## src/rpt_pkg.sv

```systemverilog
// Constants shared by the repeater-side controller and its idle detector.
// Assumes a 20 MHz reference clock and pins already synchronous to it.
// Overview of operation
// [RULE1] Repeater waits for supplies and references.
// [RULE2] Repeater disables on low-side overvoltage.
// [RULE3] Port B drives offset low, ignores it.
// [RULE4] Repeater ignores its own port B low.
// [RULE5] Never join two offset-low port B sides.
// [RULE6] Port A drives near ground, 0.35 threshold.
// [RULE7] Port A may be starred with buffers.
// [RULE8] Chain only port A to port B.
// [RULE9] Port A low turns on port B pull-down.
// [RULE10] Port A high releases port B pull-down.
// [RULE11] Port B below 0.4V pulls port A.
// [RULE12] Own pull-down holds port B at offset.
// [RULE13] Enable active high, pulled up by default.
// [RULE14] Change enable only while buses idle.
// [RULE15] Enable toggling keeps reference delay untouched.
// [RULE16] Pull-ups required; lines only pulled low.
// [RULE17] Port B pull-up RC at least 67.5 ns.
// [RULE18] Port B drivers must reach 0.4V or less.
// [RULE19] Pull-up current within 3mA unless 30mA sinks.
// [RULE20] Clock and data channels handled independently.
package rpt_pkg;
	localparam int CLK_PERIOD_NS = 50;
	// Bus must read high this long before it counts as idle
	localparam int IDLE_TIME_NS = 1000;
	localparam int IDLE_CYCLES = (IDLE_TIME_NS + CLK_PERIOD_NS - 1) / CLK_PERIOD_NS;
	localparam logic LINE_LOW = 1'h0;
	localparam logic EN_ACTIVE = 1'h1;
	localparam logic EN_RESET = 1'h1;
	typedef enum logic [0:0] {RPT_STABLE, RPT_WAIT_IDLE} rpt_state_t;
endpackage

```

## src/rpt_ctrl.sv

```systemverilog
// Controller beside a level-translating bus repeater: drives its enable pin
// and takes part on the port B segment as an open-drain node.
// Assumes all pin inputs are synchronous to ref_clk_i and pull-ups exist.
`timescale 1ns/1ps
module rpt_ctrl #(
	parameter int IDLE_COUNT = rpt_pkg::IDLE_CYCLES
)(
	// Clock and reset
	input wire logic ref_clk_i,
	input wire logic rst_b_i,
	// User requests
	input wire logic en_req_i,
	input wire logic drv_scl_req_i,
	input wire logic drv_sda_req_i,
	// Observed line levels, both segments
	input wire logic scl_a_i,
	input wire logic sda_a_i,
	input wire logic scl_b_i,
	input wire logic sda_b_i,
	// Repeater enable pin
	output logic en_o,
	// Port B open-drain drive
	output logic scl_b_o,
	output logic scl_b_oe_o,
	output logic sda_b_o,
	output logic sda_b_oe_o,
	// Status
	output logic pending_o,
	output logic idle_o
);
	// Refused at elaboration: a zero count would call a busy bus idle
	if (IDLE_COUNT < 1)
	begin
		$error("IDLE_COUNT must be at least one");
	end

	// A drive already running may finish; only a new one is held back
	function automatic logic drive_next(input logic req, input logic driving,
		input logic held);
		drive_next = req && (driving || !held);
	endfunction

	rpt_pkg::rpt_state_t state_reg;
	rpt_pkg::rpt_state_t state_next;
	logic en_reg;
	logic en_next;
	logic scl_oe_reg;
	logic scl_oe_next;
	logic sda_oe_reg;
	logic sda_oe_next;
	logic pend_reg;
	logic pend_next;
	logic scl_lvl_reg;
	logic scl_lvl_next;
	logic sda_lvl_reg;
	logic sda_lvl_next;
	logic lines_high;
	logic idle;

	// Own drive counts as busy, so enable never flips under our own transfer;
	// both segments are watched, so star or chained repeaters read as busy too
	assign lines_high = scl_a_i & sda_a_i & scl_b_i & sda_b_i // RULE7 RULE8
		& ~scl_oe_reg & ~sda_oe_reg; // RULE14

	// The long all-high wait outlasts any pull-up rise and turnaround bounce
	rpt_idle_det #(
		.COUNT(IDLE_COUNT)
	) u_idle (
		.ref_clk_i(ref_clk_i),
		.rst_b_i(rst_b_i),
		.lines_high_i(lines_high), // RULE17
		.idle_o(idle)
	);

	always_comb
	begin
		state_next = state_reg;
		en_next = en_reg;
		unique case (state_reg)
			rpt_pkg::RPT_STABLE:
			begin
				if (en_req_i != en_reg)
					state_next = rpt_pkg::RPT_WAIT_IDLE;
			end
			rpt_pkg::RPT_WAIT_IDLE:
			begin
				if (en_req_i == en_reg)
					state_next = rpt_pkg::RPT_STABLE;
				else if (idle && lines_high)
				begin
					en_next = en_req_i; // RULE14
					state_next = rpt_pkg::RPT_STABLE;
				end
			end
		endcase
		pend_next = (state_next == rpt_pkg::RPT_WAIT_IDLE);
		// No new drive starts while an enable change waits; a running one may finish
		scl_oe_next = drive_next(drv_scl_req_i, scl_oe_reg, pend_reg); // RULE14 RULE20
		sda_oe_next = drive_next(drv_sda_req_i, sda_oe_reg, pend_reg); // RULE14 RULE20
		// Full ground low, never high: the pull-up makes the high level
		scl_lvl_next = rpt_pkg::LINE_LOW; // RULE16 RULE18 RULE19 RULE5
		sda_lvl_next = rpt_pkg::LINE_LOW; // RULE16 RULE18 RULE19 RULE5
	end

	always_ff @(posedge ref_clk_i or negedge rst_b_i)
	begin
		if (!rst_b_i)
		begin
			state_reg <= rpt_pkg::RPT_STABLE;
			en_reg <= rpt_pkg::EN_RESET;
			scl_oe_reg <= 1'h0;
			sda_oe_reg <= 1'h0;
			pend_reg <= 1'h0;
			scl_lvl_reg <= rpt_pkg::LINE_LOW;
			sda_lvl_reg <= rpt_pkg::LINE_LOW;
		end
		else
		begin
			state_reg <= state_next;
			en_reg <= en_next;
			scl_oe_reg <= scl_oe_next;
			sda_oe_reg <= sda_oe_next;
			pend_reg <= pend_next;
			scl_lvl_reg <= scl_lvl_next;
			sda_lvl_reg <= sda_lvl_next;
		end
	end

	assign scl_b_o = scl_lvl_reg;
	assign sda_b_o = sda_lvl_reg;
	assign en_o = en_reg;
	assign scl_b_oe_o = scl_oe_reg;
	assign sda_b_oe_o = sda_oe_reg;
	assign pending_o = pend_reg;
	assign idle_o = idle;
endmodule

```

## src/rpt_idle_det.sv

```systemverilog
// Bus idle detector: counts consecutive cycles with every line high.
// Assumes lines_high_i is synchronous to ref_clk_i.
`timescale 1ns/1ps
module rpt_idle_det #(
	parameter int COUNT = rpt_pkg::IDLE_CYCLES
)(
	// Clock and reset
	input wire logic ref_clk_i,
	input wire logic rst_b_i,
	// Line state
	input wire logic lines_high_i,
	output logic idle_o
);
	localparam int CW = $clog2(COUNT + 1);
	localparam logic [CW-1:0] CNT_MAX = CW'(COUNT);

	// Refused at elaboration: a zero count would make idle immediate
	if (COUNT < 1)
	begin
		$error("COUNT must be at least one");
	end

	logic [CW-1:0] cnt_reg;
	logic [CW-1:0] cnt_next;
	logic idle_reg;
	logic idle_next;

	always_comb
	begin
		cnt_next = '0;
		if (lines_high_i)
			cnt_next = (cnt_reg == CNT_MAX) ? CNT_MAX : cnt_reg + CW'(1);
		idle_next = lines_high_i && (cnt_next == CNT_MAX);
	end

	always_ff @(posedge ref_clk_i or negedge rst_b_i)
	begin
		if (!rst_b_i)
		begin
			cnt_reg <= '0;
			idle_reg <= 1'h0;
		end
		else
		begin
			cnt_reg <= cnt_next;
			idle_reg <= idle_next;
		end
	end

	assign idle_o = idle_reg;
endmodule

```

## config.mk

```make
export PLATFORM = sky130hd
export DESIGN_NAME = rpt_ctrl
export DESIGN_NICKNAME = d
export VERILOG_FILES = /design/src/rpt_pkg.sv /design/src/rpt_ctrl.sv /design/src/rpt_idle_det.sv
export SDC_FILE = /design/constraint.sdc
export NUM_CORES = 1
export LEC_CHECK = 0
export BUFFER_PORTS_ARGS = -buffer_cell sky130_fd_sc_hd__buf_2
export CELL_PAD_IN_SITES_DETAIL_PLACEMENT = 1
export CELL_PAD_IN_SITES_GLOBAL_PLACEMENT = 1
export CORE_MARGIN = 2
export CORE_UTILIZATION = 35
export DETAILED_ROUTE_END_ITERATION = 10
export GPL_ROUTABILITY_DRIVEN = 0
export PLACE_DENSITY = 0.79
export SYNTH_ARGS = -nofsm -noshare
export SYNTH_HDL_FRONTEND = slang
export SYNTH_HIERARCHICAL = 1
export SYNTH_SLANG_ARGS = --single-unit
```

## constraint.sdc

```tcl
create_clock -name ref_clk_i -period 3.4 [get_ports ref_clk_i]
set_clock_uncertainty 0.05 [all_clocks]
set_input_delay 0.51 -clock ref_clk_i [delete_from_list [all_inputs] [get_ports ref_clk_i]]
set_output_delay 0.51 -clock ref_clk_i [all_outputs]
set_load 0.1 [all_outputs]
```

==> results by stage <==
Status:
- The flow ran to the end, and the final reports show no timing, DRC or antenna violations.

Setup path:
- The worst register-to-register path begins at sda_b_oe_o$_DFF_PN0_.
- In this run the number of cells on the critical path is 1.
- The critical path's slowest cell is sky130_fd_sc_hd__dfstp_2.
- The worst reg2reg path depth is 5.
- On the worst path, the slowest cell contributes a delay of 0.54 ns.
- Walking the worst path, the cells encountered are buf_2.
- On the critical path the largest part of the delay comes from flip-flops.
- The reg-to-reg endpoint is u_idle/idle_o$_DFF_PN0_.
- The worst setup path is launched from a register.
- In this run the worst path has a maximum fanout of 3.
- The register-to-register setup slack is 1.66 ns.
- The data required time at the worst endpoint is 2.84 ns.
- The worst setup path is of the register to primary output kind.
- Tracing the worst setup path back leads to its startpoint at en_o$_DFFE_PN1P_.
- Data on the critical path arrives at its endpoint at 1.22 ns.
- The worst setup path is captured at a primary output.
- The buffers plus inverters on the worst setup path is 1.

Final layout:
- Summing all multi-input logic gate instances after layout gives 241 um^2.
- After routing the design area is 626 um^2.
- The number of flip-flops in the largest register is 5.
- The growth of design area from synthesis to finish is 18.8%.
- For this run, the number of standard cells in the final layout without fillers is 79.
- The library cells used most frequently in the layout, excluding fill and tap cells, are sky130_fd_sc_hd__buf_2 (13), sky130_fd_sc_hd__dfrtp_1 (9), sky130_fd_sc_hd__inv_1 (6).
- For this run, the share of the core covered by cells in the final layout is 46.3%.
- The repair_antennas step left the layout with diodes totalling 0.
- The library cell used most frequently in the layout, excluding fill and tap cells, is sky130_fd_sc_hd__buf_2.
- After the last flow step, the layout net total stands at 76.
- Counting the fill cells in the layout gives 163.
- Of the cells placed in the final design, the portion with a size suffix greater than 1 is 34.4%.
- The register cell area after layout is 251 um^2.

Timing:
- Adding up every negative setup slack in the final design gives 0 ns.
- The worst path needs 1.78 ns of the cycle, external delays included.
- Setup repair after global routing left no endpoint under its margin.
- Static timing analysis puts the maximum clock frequency at 562 MHz.
- Setup violations remaining at the end of the flow were counted as 0.
- The max-slew violation count was 0.
- The final cycle utilization of the critical path is 52.3%.
- The number of failing hold endpoints at the final stage is 0.

Clock network:
- The number of setup buffers added after CTS is 0.
- TritonCTS built the clock tree.
- Clock tree synthesis inserted a total of 3 buffers.
- The master cell of the clock root buffer is sky130_fd_sc_hd__clkbuf_4.
- For this design, the sink count on the clock tree is 10.
- The clock reaches the later pin of the worst-skew pair after 0.26 ns.
- The CTS H-tree depth is 1.
- After clock tree synthesis, the clock-pin slew on the worst setup and hold paths is 0.07 ns.
- The number of hold buffers added after CTS was 0.
- The worst-case clock buffer depth is 2.
- The number of gates given a new drive strength after cts is 0.

Synthesis:
- Summing every instance area after synthesis gives 527 um^2.
- The yosys synthesis warning count is 6.
- The synthesized area divided by synthesized cell count is 11.0 um^2.
- The cell count after synthesis came out at 48.
- The number of different library cells in the post-synthesis netlist is 25.
- For this run, the register share of the synthesized area comes to 47.7%.
- The number of synthesized register bits is 10.

Route:
- The number of DRC markers after the initial detailed-route iteration is 3.
- The via count of the routed design is 390.
- The routed design has 1.08 mm of wire.
- The routed wire length on met3 is 48 um.
- Wire segments on met2 add up to 534 um in the final route.
- The average wire per standard cell is 13.7 um.
- The number of remaining DRC errors is 0.
- The number of detailed-routing iterations run before antenna repair is 4.
- The number of vias per cell after detailed routing is 4.94.
- The detailed router used layers up to and including met4.
- In the final routing, the length of wire on met1 measures 487 um.
- In this run the remaining antenna-violating nets after routing total 0.

Die:
- The die covers 1830 um^2.
- The die outline width is 42.8 um.
- 16 I/O pins were placed.
- The die extent in y is 42.8 um.
- In this run the standard cell core region covers 1350 um^2.
- The standard-cell row count is 13.
- For this configuration, the core starts out at a cell density of 39.0%.

Placement:
- The total half-perimeter wirelength after legalization and detailed placement is 794 um.
- Once placement finished, the instance area stood at 599 um^2.
- Counting tap cells, the placed design contains a total of 75 instances.
- Input and output buffers added on the ports amount to 13.

GRT:
- Global routing consumed, over all layers together, 14.5% of the routing resources.
- The global-route wire length before repair is 1.92 mm.
- The remaining global-route overflow is 0.
- The via count of the first global-routing pass is 401.
- Entering global routing, the biggest net connects 11 pins.
- The initial antenna violation count is 0.

Power:
- The design draws 0.258 mW.
- The reported leakage power is 0.309 nW.
- In this run the power density over the cells is 413 nW/um^2.
- IR analysis of the VDD net gives a maximum drop of 0.000217 V.

Min path:
- The tightest min-delay check is of the primary input to asynchronous set/reset pin type.

Job:
- The number of maximum-capacitance constraint violations is 0.
==> final cells by class <==
type	count	share of cell area (%)
clock buffer	4	4.20
inverter	6	3.60
sequential	10	40.2
tap	15	3.00
multi-input combinational	31	38.6
timing repair buffer	13	10.4
==> where the power goes <==
part	internal [mW]	total [mW]	switching, mW
Combinational	0.0101	0.0494	0.0393
Sequential	0.122	0.125	0.00258
Clock	0.0453	0.0844	0.0392
==> cells in the mapped netlist, drive strengths merged <==
| master | instances | area (um^2) |
|---|---|---|
| a21boi | 2 | 15.0 |
| nor3 | 1 | 16.3 |
| nand4bb | 1 | 27.5 |
| a21oi | 1 | 5.00 |
| xor2 | 1 | 8.76 |
| a31oi | 1 | 6.26 |
| ha | 2 | 25.0 |
| inv | 6 | 22.5 |
| o21ai | 2 | 13.8 |
| a21o | 1 | 7.51 |
| conb | 1 | 3.75 |
| mux2i | 1 | 13.8 |
| o2111a | 1 | 11.3 |
| nand3 | 3 | 15.0 |
| nand3b | 1 | 7.51 |
| buf | 2 | 15.0 |
| dfstp | 1 | 26.3 |
| mux2 | 1 | 11.3 |
| nand2 | 3 | 11.3 |
| nor2 | 4 | 15.0 |
| xnor2 | 1 | 8.76 |
| or2b | 1 | 7.51 |
| and2 | 1 | 7.51 |
| dfrtp | 9 | 225 |
==> how the worst max path moves through the flow <==
stage	to	slack, ns
2_1_floorplan	u_idle/idle_o$_DFF_PN0_	1.34
6_report	en_o	1.62
3_5_place_dp	u_idle/idle_o$_DFF_PN0_	1.57
5_1_grt	u_idle/idle_o$_DFF_PN0_	1.56
4_1_cts	en_o	1.61
3_3_place_gp	u_idle/idle_o$_DFF_PN0_	1.64
==> kinds of logic after synthesis <==
group                    share of synthesized area, %
flip-flops                                       47.7
AND/OR/NAND/NOR                                  20.4
multiplexers                                     4.75
AO/OA/AOI/OAI                                    11.2
buffers and inverters                            7.12
other                                           0.712
XOR/XNOR                                         3.33
adder cells (fa/ha/maj)                          4.75
==> per-stage QoR <==
step           hold WS (ns)  setup WS [ns]
2_1_floorplan         0.164           1.34
5_1_grt              0.0630           1.56
6_report             0.0517           1.62
3_3_place_gp          0.332           1.64
4_1_cts              0.0519           1.61
3_5_place_dp          0.342           1.57
==> per-layer routing <==
metal	vias to the layer above	track usage, %
met1	190	18.5
met2	9	23.0
met4	0	7.50
met3	4	2.55
met5	-	0
li1	187	-
No activity file was read; power rests on OpenSTA's default activity.
